<file path="src/ieru_consts.vh">
`ifndef IERU_CONSTS_VH
`define IERU_CONSTS_VH

// ----------------------------------------
// source counts and address width
// ----------------------------------------
`define IERU_NUM_PERIPH      33
`define IERU_NUM_EXT         6
`define IERU_NUM_NMI         4
`define IERU_ADDR_W          12

// ----------------------------------------
// register byte offsets
// ----------------------------------------
`define IERU_OFF_IRQ_EN0     12'h000
`define IERU_OFF_IRQ_EN1     12'h004
`define IERU_OFF_DTC_SEL0    12'h008
`define IERU_OFF_DTC_SEL1    12'h00C
`define IERU_OFF_SBY_END0    12'h010
`define IERU_OFF_SBY_END1    12'h014
`define IERU_OFF_EXT_MODE    12'h018
`define IERU_OFF_NMI_CFG     12'h01C
`define IERU_OFF_NMI_EN      12'h020
`define IERU_OFF_STATUS      12'h024
`define IERU_OFF_MASK        12'h028
`define IERU_OFF_SRC0        12'h02C
`define IERU_OFF_SRC1        12'h030

// ----------------------------------------
// field positions and codes
// ----------------------------------------
`define IERU_ST_NMI_LSB      8
`define IERU_NMI_PIN         0
`define IERU_NMI_WDT         1
`define IERU_NMI_LVD1        2
`define IERU_NMI_PARITY      3
`define IERU_NMI_CFG_RISE    0
`define IERU_MODE_FALL       2'h0
`define IERU_MODE_RISE       2'h1

// ----------------------------------------
// reset values
// ----------------------------------------
`define IERU_RST_WORD        32'h0000_0000
`define IERU_RST_EXT_MODE    12'h000
`define IERU_RST_NMI_EN      4'h0

`endif

</file>
<file path="src/ieru_top.v">
`timescale 1ns/1ns
`default_nettype none
`include "ieru_consts.vh"

module ieru_top #(
   parameter NPER = `IERU_NUM_PERIPH,
   parameter NEXT = `IERU_NUM_EXT,
   parameter AW   = `IERU_ADDR_W
) (
   input  wire                 ref_clk_i,
   input  wire                 rst_n_i,
   input  wire                 psel_i,
   input  wire                 penable_i,
   input  wire                 pwrite_i,
   input  wire [AW-1:0]        paddr_i,
   input  wire [31:0]          pwdata_i,
   output reg  [31:0]          prdata_o,
   output wire                 pready_o,
   output wire                 pslverr_o,
   input  wire [NPER-1:0]      periph_irq_i,
   input  wire [NEXT-1:0]      ext_irq_pin_i,
   input  wire [NEXT-1:0]      ext_irq_ack_i,
   input  wire                 nmi_pin_i,
   input  wire                 wdt_underflow_i,
   input  wire                 wdt_refresh_err_i,
   input  wire                 voltage_monitor_one_i,
   input  wire                 sram_parity_err_irq_i,
   input  wire                 sleep_mode_i,
   input  wire                 standby_mode_i,
   input  wire                 snooze_mode_i,
   output reg  [NPER+NEXT-1:0] nvc_irq_o,
   output reg  [NPER+NEXT-1:0] dtc_req_o,
   output reg                  nmi_o,
   output reg                  wake_o,
   output reg                  irq_o
);

   localparam NIRQ = NPER + NEXT;
   localparam NNMI = `IERU_NUM_NMI;
   localparam SL   = `IERU_ST_NMI_LSB;

   // -----------------------------------------------------------
   // helpers
   // -----------------------------------------------------------
   function [31:0] word_of;
      input [NIRQ-1:0] v;
      input            hi;
      begin
         if (hi)
            word_of = {{(64-NIRQ){1'b0}}, v[NIRQ-1:32]};
         else
            word_of = v[31:0];
      end
   endfunction

   function [NIRQ-1:0] put_word;
      input [NIRQ-1:0] v;
      input            hi;
      input [31:0]     d;
      begin
         put_word = v;
         if (hi)
            put_word[NIRQ-1:32] = d[NIRQ-33:0];
         else
            put_word[31:0] = d;
      end
   endfunction

   // -----------------------------------------------------------
   // reset release
   // -----------------------------------------------------------
   reg rst_meta_r;
   reg rst_n_r;

   always @(posedge ref_clk_i or negedge rst_n_i) begin
      if (!rst_n_i) begin
         rst_meta_r <= 1'b0;
         rst_n_r    <= 1'b0;
      end else begin
         rst_meta_r <= 1'b1;
         rst_n_r    <= rst_meta_r;
      end
   end

   // -----------------------------------------------------------
   // registers
   // -----------------------------------------------------------
   reg [NIRQ-1:0]   irq_en_r;
   reg [NIRQ-1:0]   dtc_sel_r;
   reg [NIRQ-1:0]   sby_end_r;
   reg [2*NEXT-1:0] ext_mode_r;
   reg              nmi_rise_r;
   reg [NNMI-1:0]   nmi_en_r;
   reg              nmi_lock_r;
   reg [NEXT-1:0]   ext_pend_r;
   reg [NNMI-1:0]   nmi_stat_r;
   reg [31:0]       mask_r;

   wire [NEXT:0]    pin_sync;
   wire [NEXT:0]    pin_edge;
   wire [NIRQ-1:0]  src;
   wire [31:0]      status;
   wire [NNMI-1:0]  nmi_ev;
   wire             wr_en;
   wire             rd_setup;
   reg              hit;
   reg  [31:0]      rdata_nxt;
   reg  [NEXT-1:0]  ext_pend_nxt;
   reg  [NNMI-1:0]  nmi_stat_nxt;

   // -----------------------------------------------------------
   // pin capture
   // -----------------------------------------------------------
   // synchronise pins first
   ieru_sync #(
      .W       (NEXT + 1)
   ) u_sync (
      .clk_i   (ref_clk_i),
      .rst_n_i (rst_n_r),
      .d_i     ({nmi_pin_i, ext_irq_pin_i}),
      .q_o     (pin_sync)
   );

   ieru_edge_det #(
      .W       (NEXT + 1)
   ) u_edge (
      .clk_i   (ref_clk_i),
      .rst_n_i (rst_n_r),
      .lvl_i   (pin_sync),
      .mode_i  ({1'b0, nmi_rise_r, ext_mode_r}),
      .edge_o  (pin_edge)
   );

   // -----------------------------------------------------------
   // sources and events
   // -----------------------------------------------------------
   // peripheral and pin sources
   assign src = {ext_pend_r, periph_irq_i};

   assign nmi_ev[`IERU_NMI_WDT]    = wdt_underflow_i | wdt_refresh_err_i;
   assign nmi_ev[`IERU_NMI_LVD1]   = voltage_monitor_one_i;
   assign nmi_ev[`IERU_NMI_PARITY] = sram_parity_err_irq_i;
   assign nmi_ev[`IERU_NMI_PIN]    = pin_edge[NEXT];

   assign status = {{(32-SL-NNMI){1'b0}}, nmi_stat_r,
                    {(SL-NEXT){1'b0}}, ext_pend_r};

   // -----------------------------------------------------------
   // apb slave
   // -----------------------------------------------------------
   assign wr_en     = psel_i & penable_i & pwrite_i;
   assign rd_setup  = psel_i & ~penable_i & ~pwrite_i;
   assign pready_o  = 1'b1;
   assign pslverr_o = psel_i & penable_i & ~hit;

   always @* begin
      hit       = 1'b1;
      rdata_nxt = `IERU_RST_WORD;
      case (paddr_i)
         `IERU_OFF_IRQ_EN0:  rdata_nxt = word_of(irq_en_r, 1'b0);
         `IERU_OFF_IRQ_EN1:  rdata_nxt = word_of(irq_en_r, 1'b1);
         `IERU_OFF_DTC_SEL0: rdata_nxt = word_of(dtc_sel_r, 1'b0);
         `IERU_OFF_DTC_SEL1: rdata_nxt = word_of(dtc_sel_r, 1'b1);
         `IERU_OFF_SBY_END0: rdata_nxt = word_of(sby_end_r, 1'b0);
         `IERU_OFF_SBY_END1: rdata_nxt = word_of(sby_end_r, 1'b1);
         `IERU_OFF_EXT_MODE: rdata_nxt = {{(32-2*NEXT){1'b0}}, ext_mode_r};
         `IERU_OFF_NMI_CFG:  rdata_nxt = {31'h0000_0000, nmi_rise_r};
         `IERU_OFF_NMI_EN:   rdata_nxt = {{(32-NNMI){1'b0}}, nmi_en_r};
         `IERU_OFF_STATUS:   rdata_nxt = status;
         `IERU_OFF_MASK:     rdata_nxt = mask_r;
         `IERU_OFF_SRC0:     rdata_nxt = word_of(src, 1'b0);
         `IERU_OFF_SRC1:     rdata_nxt = word_of(src, 1'b1);
         default:            hit = 1'b0;
      endcase
   end

   // read data captured in setup, so it stands through access
   always @(posedge ref_clk_i or negedge rst_n_r) begin
      if (!rst_n_r)
         prdata_o <= `IERU_RST_WORD;
      else if (rd_setup)
         prdata_o <= rdata_nxt;
   end

   // -----------------------------------------------------------
   // sticky flags: a new event wins over a clear
   // -----------------------------------------------------------
   always @* begin
      ext_pend_nxt = ext_pend_r & ~ext_irq_ack_i;
      nmi_stat_nxt = nmi_stat_r;
      if (wr_en && paddr_i == `IERU_OFF_STATUS) begin
         ext_pend_nxt = ext_pend_nxt & ~pwdata_i[NEXT-1:0];
         nmi_stat_nxt = nmi_stat_nxt & ~pwdata_i[SL+NNMI-1:SL];
      end
      ext_pend_nxt = ext_pend_nxt | pin_edge[NEXT-1:0];
      nmi_stat_nxt = nmi_stat_nxt | nmi_ev;
   end

   always @(posedge ref_clk_i or negedge rst_n_r) begin
      if (!rst_n_r) begin
         irq_en_r   <= {NIRQ{1'b0}};
         dtc_sel_r  <= {NIRQ{1'b0}};
         sby_end_r  <= {NIRQ{1'b0}};
         ext_mode_r <= `IERU_RST_EXT_MODE;
         nmi_rise_r <= 1'b0;
         nmi_en_r   <= `IERU_RST_NMI_EN;
         nmi_lock_r <= 1'b0;
         mask_r     <= `IERU_RST_WORD;
         ext_pend_r <= {NEXT{1'b0}};
         nmi_stat_r <= {NNMI{1'b0}};
      end else begin
         ext_pend_r <= ext_pend_nxt;
         nmi_stat_r <= nmi_stat_nxt;
         if (wr_en) begin
            case (paddr_i)
               `IERU_OFF_IRQ_EN0:
                  irq_en_r <= put_word(irq_en_r, 1'b0, pwdata_i);
               `IERU_OFF_IRQ_EN1:
                  irq_en_r <= put_word(irq_en_r, 1'b1, pwdata_i);
               `IERU_OFF_DTC_SEL0:
                  dtc_sel_r <= put_word(dtc_sel_r, 1'b0, pwdata_i);
               `IERU_OFF_DTC_SEL1:
                  dtc_sel_r <= put_word(dtc_sel_r, 1'b1, pwdata_i);
               `IERU_OFF_SBY_END0:
                  sby_end_r <= put_word(sby_end_r, 1'b0, pwdata_i);
               `IERU_OFF_SBY_END1:
                  sby_end_r <= put_word(sby_end_r, 1'b1, pwdata_i);
               `IERU_OFF_EXT_MODE:
                  ext_mode_r <= pwdata_i[2*NEXT-1:0];
               `IERU_OFF_NMI_CFG:
                  if (!nmi_lock_r)
                     nmi_rise_r <= pwdata_i[`IERU_NMI_CFG_RISE];
               `IERU_OFF_NMI_EN:
                  if (!nmi_lock_r) begin
                     nmi_en_r   <= pwdata_i[NNMI-1:0];
                     nmi_lock_r <= 1'b1;
                  end
               `IERU_OFF_MASK:
                  mask_r <= pwdata_i;
               default: ;
            endcase
         end
      end
   end

   // -----------------------------------------------------------
   // routing and wake
   // -----------------------------------------------------------
   always @(posedge ref_clk_i or negedge rst_n_r) begin
      if (!rst_n_r) begin
         nvc_irq_o <= {NIRQ{1'b0}};
         dtc_req_o <= {NIRQ{1'b0}};
         nmi_o     <= 1'b0;
         wake_o    <= 1'b0;
         irq_o     <= 1'b0;
      end else begin
         nvc_irq_o <= src & irq_en_r & ~dtc_sel_r;
         dtc_req_o <= src & irq_en_r & dtc_sel_r;
         nmi_o     <= |(nmi_stat_r & nmi_en_r);
         irq_o     <= |(status & mask_r);
         wake_o    <= (|(nmi_stat_r & nmi_en_r)) |
                      (sleep_mode_i & (|src)) |
                      ((standby_mode_i | snooze_mode_i) & (|(src & sby_end_r)));
      end
   end

endmodule

`default_nettype wire

</file>
<file path="src/ieru_sync.v">
`timescale 1ns/1ns
`default_nettype none

// two-flop synchroniser, first stage read only by the second
module ieru_sync #(
   parameter W = 1
) (
   input  wire         clk_i,
   input  wire         rst_n_i,
   input  wire [W-1:0] d_i,
   output wire [W-1:0] q_o
);

   reg [W-1:0] meta_r;
   reg [W-1:0] sync_r;

   always @(posedge clk_i or negedge rst_n_i) begin
      if (!rst_n_i) begin
         meta_r <= {W{1'b0}};
         sync_r <= {W{1'b0}};
      end else begin
         meta_r <= d_i;
         sync_r <= meta_r;
      end
   end

   assign q_o = sync_r;

endmodule

`default_nettype wire

</file>
<file path="src/ieru_edge_det.v">
`timescale 1ns/1ns
`default_nettype none
`include "ieru_consts.vh"

// per-bit edge detector; mode 0 fall, 1 rise, 2/3 both
module ieru_edge_det #(
   parameter W = 1
) (
   input  wire           clk_i,
   input  wire           rst_n_i,
   input  wire [W-1:0]   lvl_i,
   input  wire [2*W-1:0] mode_i,
   output reg  [W-1:0]   edge_o
);

   reg [W-1:0] prev_r;
   reg         armed_r;
   integer     i;

   // first cycle after reset only loads history, so a pin
   // that is already high does not look like a rising edge
   always @(posedge clk_i or negedge rst_n_i) begin
      if (!rst_n_i) begin
         prev_r  <= {W{1'b0}};
         armed_r <= 1'b0;
      end else begin
         prev_r  <= lvl_i;
         armed_r <= 1'b1;
      end
   end

   always @* begin
      edge_o = {W{1'b0}};
      for (i = 0; i < W; i = i + 1) begin
         case (mode_i[2*i +: 2])
            `IERU_MODE_FALL: edge_o[i] = armed_r & prev_r[i] & ~lvl_i[i];
            `IERU_MODE_RISE: edge_o[i] = armed_r & ~prev_r[i] & lvl_i[i];
            default:         edge_o[i] = armed_r & (prev_r[i] ^ lvl_i[i]);
         endcase
      end
   end

endmodule

`default_nettype wire

</file>
<file path="config.mk">
export PLATFORM = sky130hd
export DESIGN_NAME = ieru_top
export DESIGN_NICKNAME = d
export VERILOG_FILES = /design/src/ieru_top.v /design/src/ieru_sync.v /design/src/ieru_edge_det.v
export VERILOG_INCLUDE_DIRS = /design/src /design/src/src
export SDC_FILE = /design/constraint.sdc
export NUM_CORES = 1
export LEC_CHECK = 0
export BUFFER_PORTS_ARGS = -buffer_cell sky130_fd_sc_hd__buf_4
export CORE_UTILIZATION = 48
export CTS_CLUSTER_DIAMETER = 50
export DETAILED_ROUTE_END_ITERATION = 16
export PLACE_DENSITY = 0.69
export SLEW_MARGIN = 10
export SYNTH_ARGS = -nofsm -noshare
export SYNTH_HDL_FRONTEND = slang
export SYNTH_SLANG_ARGS = --single-unit
</file>
<file path="constraint.sdc">
create_clock -name ref_clk_i -period 21.8 [get_ports ref_clk_i]
set_clock_uncertainty 0.15 [all_clocks]
set_input_delay 3.27 -clock ref_clk_i [delete_from_list [all_inputs] [get_ports ref_clk_i]]
set_output_delay 3.27 -clock ref_clk_i [all_outputs]
set_load 0.02 [all_outputs]
</file>
==> results.yml <==
critical_path:
  critPathRequiredTime_ns: 18.38
  slowest_delay_ns: 0.52
  critical_path.slowest_cell: "nor2_1"
  worst-setup-path-type: "input port to primary output"
  critical_path.top_delay_family: "simple AND/OR/NAND/NOR gates"
  crit_arrival_ns: 4.72
  path_buf_inv: 2
  cp_max_fo: 28
  endpoint_kind: "primary output"
  crit_path_start_kind: "input port"
  worstPathCellList: "buf_4, nor2_1, nor2_1, o211a_1, buf_4"
worst_hold_path:
  hold_class: "flop to asynchronous set/reset pin"
routing:
  ant_nets: 0
  post_drt_wl_per_cell_um: 24.96
  num_vias: 10020
  finalWirelength_um: 41610
  drt_first_pass_iters: 5
  post-route-drc-count: 0
  routed_via_density: 6.009
  drt_iter0_markers: 898
grt:
  grt_max_degree: 78
  antenna_found_initial: 0
  grt_usage_pct: 29.56
  grt_pass1_wl_um: 62800
  grt_pass1_vias: 10090
  grt_remaining_overflow: 0
place:
  dpl.hpwl_um: 29030
  globalplace.congestion: 0.9261
  dpl-instance-area_um2: 15420
  portBuffers: 215
  pre_cts_slack_ns: 13.74
synth:
  synthSimpleGateAreaFrac_pct: 11.06
  netlist-cell-type-count: 63
  avgSynthCellArea_um2: 12.78
  synth_cells: 1058
  synthAdderAreaFrac_pct: 0
  synth_top_family_by_area: "multiplexers"
  synth_edf_count: 0
  synth-seq-cells: 314
  synth_compound_area_share_pct: 10.49
  yosysWarnings: 0
  synthMuxAreaShare_pct: 16.82
  ys_async_sr_fraction_pct: 100.0
  synth_ff_type: "dfrtp_1"
  ys_seq_area_share_pct: 58.12
  synth_area_um2: 13520
  yosys.area_share.xor_xnor_pct: 0.7773
timing:
  hold_viol: 0
  max_slew_margin_pct: 21.01
  fin_ws_ns: 13.66
  maxSlewViolCount: 0
  fin_crit_sh_pct: 37.36
  worst_slew_pin_slew_ns: 1.178
  tns_ns: 0
  max_freq_mhz: 122.8
  finalSetupViolCount: 0
  hold_slack_ns: 0.1406
  rsz0062_at_grt: "false"
  period_needed_ns: 8.144
die:
  core-area_um2: 27780
  io_pins: 217
  die_x_um: 169.8
  die_area_um2: 28840
  start_util_pct: 48.67
  die_h_um: 169.8
  rows: 61
clocking:
  insertion_delay_ns: 0.53
  cts_tree: "built"
  cts_buffers: 36
  clk_pin_slew_ns: 0.05
  clockBufferDepth: 3
  post_cts_buffers: 0
  root_buffer: "clkbuf_16"
  htree_levels: 2
  cts_sinks: 314
  ctsHoldBuffers: 0
  post_cts_resize_count: 0
run_status:
  status: "completed"
flow_run:
  cap_violations: 0
power_and_ir_drop:
  power.density_nw_per_um2: 75.17
  peakVddDrop_mv: 0.07310
  leakage_nw: 8.298
  finalPower_w: 0.001247
cells_and_area:
  fin_area_um2: 16600
  drive_above_1_share_pct: 37.32
  nets: 1368
  antenna_cells: 0
  area_growth_pct: 22.75
-- through the flow --
| stage | util, % | cells |
|---|---|---|
| 2_1_floorplan | - | 1060 |
| 4_1_cts | 59.74 | 1667 |
| 3_3_place_gp | 55.51 | 1606 |
| 3_5_place_dp | 55.51 | 1606 |
| 6_report | 59.74 | 1667 |
| 5_1_grt | 59.74 | 1667 |
-- sequential cells by signal, summed over array words and instances (netlist names) --
| name | cells |
|---|---|
| dtc_req_o | 39 |
| dtc_sel_r | 39 |
| ext_mode_r | 12 |
| ext_pend_r | 6 |
| irq_en_r | 39 |
| irq_o | 1 |
| mask_r | 32 |
| nmi_en_r | 4 |
| nmi_lock_r | 1 |
| nmi_o | 1 |
| nmi_rise_r | 1 |
| nmi_stat_r | 4 |
| nvc_irq_o | 39 |
| prdata_o | 32 |
| rst_meta_r | 1 |
| rst_n_r | 1 |
| sby_end_r | 39 |
| u_edge.armed_r | 1 |
| u_edge.prev_r | 7 |
| u_sync.meta_r | 7 |
| u_sync.q_o | 7 |
| wake_o | 1 |
-- logic make-up after synthesis --
kind of cell	Yosys count
AOI/OAI and AO/OA	193
xor gates and xnor gates	12
buffers and inverters	69
DFF	314
muxes	204
other	1
and+or+nand+nor	265
-- where the power goes --
part	internal [W]	switching, W	leakage [nW]
clock network	0.000351	0.000239	0.579
logic	0.0000209	0.0000416	3.42
registers	0.000587	0.00000767	4.30
total	0.000959	0.000289	8.30
-- final cells by class --
cell class	instances	area [um^2]
Sequential cell	314	7861
Fill cell	2289	11190
Clock buffer	47	1045
Multi-Input combinational cell	677	5338
Inverter	8	30.03
Timing Repair Buffer	229	1719
Tap cell	378	473.0
Clock inverter	14	130.1
-- worst reg2reg max path: cells and delay by family, from the launching register on --
kind	cells	cell delay, ns
buffers and inverters	2	1.56
flip-flops	1	0.73
-- layout by cell type, fill, tap and decap left out, types with 5 or more instances in the layout --
cell and count:
clkbuf_16 38, mux2i_1 27, nand3_1 11, a21oi_1 15
a22oi_1 56, nor4_4 7, and3_1 41, mux2_1 5
buf_4 229, nand4_1 11, nor2_1 49, a21o_1 14
clkbuf_8 6, a221oi_1 12, o21ai_0 23, a211o_1 7
inv_1 8, a31oi_1 14, dfrtp_1 313, nor4_1 13
xor2_1 12, a32oi_1 5, nor3_1 8, clkinv_2 7
nand2_1 84, o2bb2ai_1 13, o211ai_1 6, mux2_2 171
nor2b_1 6
-- synthesized netlist by cell type, drive strengths merged (7+ instances only) --
| cell type | number | area share, % |
|---|---|---|
| a211o | 7 | 0.45 |
| a21o | 14 | 0.78 |
| a21oi | 15 | 0.56 |
| a221oi | 12 | 0.78 |
| a22oi | 56 | 3.1 |
| a31oi | 14 | 0.65 |
| and3 | 41 | 1.9 |
| buf | 37 | 1.8 |
| clkbuf | 24 | 0.67 |
| dfrtp | 314 | 58 |
| inv | 8 | 0.22 |
| mux2 | 176 | 15 |
| mux2i | 27 | 2.0 |
| nand2 | 84 | 2.3 |
| nand3 | 12 | 0.54 |
| nand4 | 12 | 0.60 |
| nor2 | 52 | 1.5 |
| nor3 | 13 | 0.68 |
| nor4 | 20 | 1.6 |
| o21ai | 25 | 0.93 |
| o2bb2ai | 13 | 0.84 |
| xor2 | 12 | 0.78 |
-- final timing paths --
| path | slack [ns] | endpoint | startpoint | depth (start not counted) |
|---|---|---|---|---|
| max | 13.66 | pslverr_o | paddr_i[3] | 5 |
| min | 0.14 | dtc_req_o[8]$_DFF_PN0_ | rst_n_r$_DFF_PN0_ | 0 |
| max reg2reg | 19.40 | dtc_req_o[26]$_DFF_PN0_ | rst_n_r$_DFF_PN0_ | 2 |
| min reg2reg | 0.14 | dtc_req_o[8]$_DFF_PN0_ | rst_n_r$_DFF_PN0_ | 0 |
| max in group asynchronous | 19.03 | rst_n_r$_DFF_PN0_ | rst_n_i | 1 |
| min in group ref_clk_i | 0.20 | u_sync.q_o[3]$_DFF_PN0_ | u_sync.meta_r[3]$_DFF_PN0_ | 0 |
-- layer usage --
metal	GRT usage [%]	up-vias	wire [um]
met1	41.34	5145	17940
li1	-	4344	-
met2	45.33	443	19040
met3	6.116	85	3257
met5	0	-	0
met4	11.28	0	1372
(Power assumes the default switching activity.)
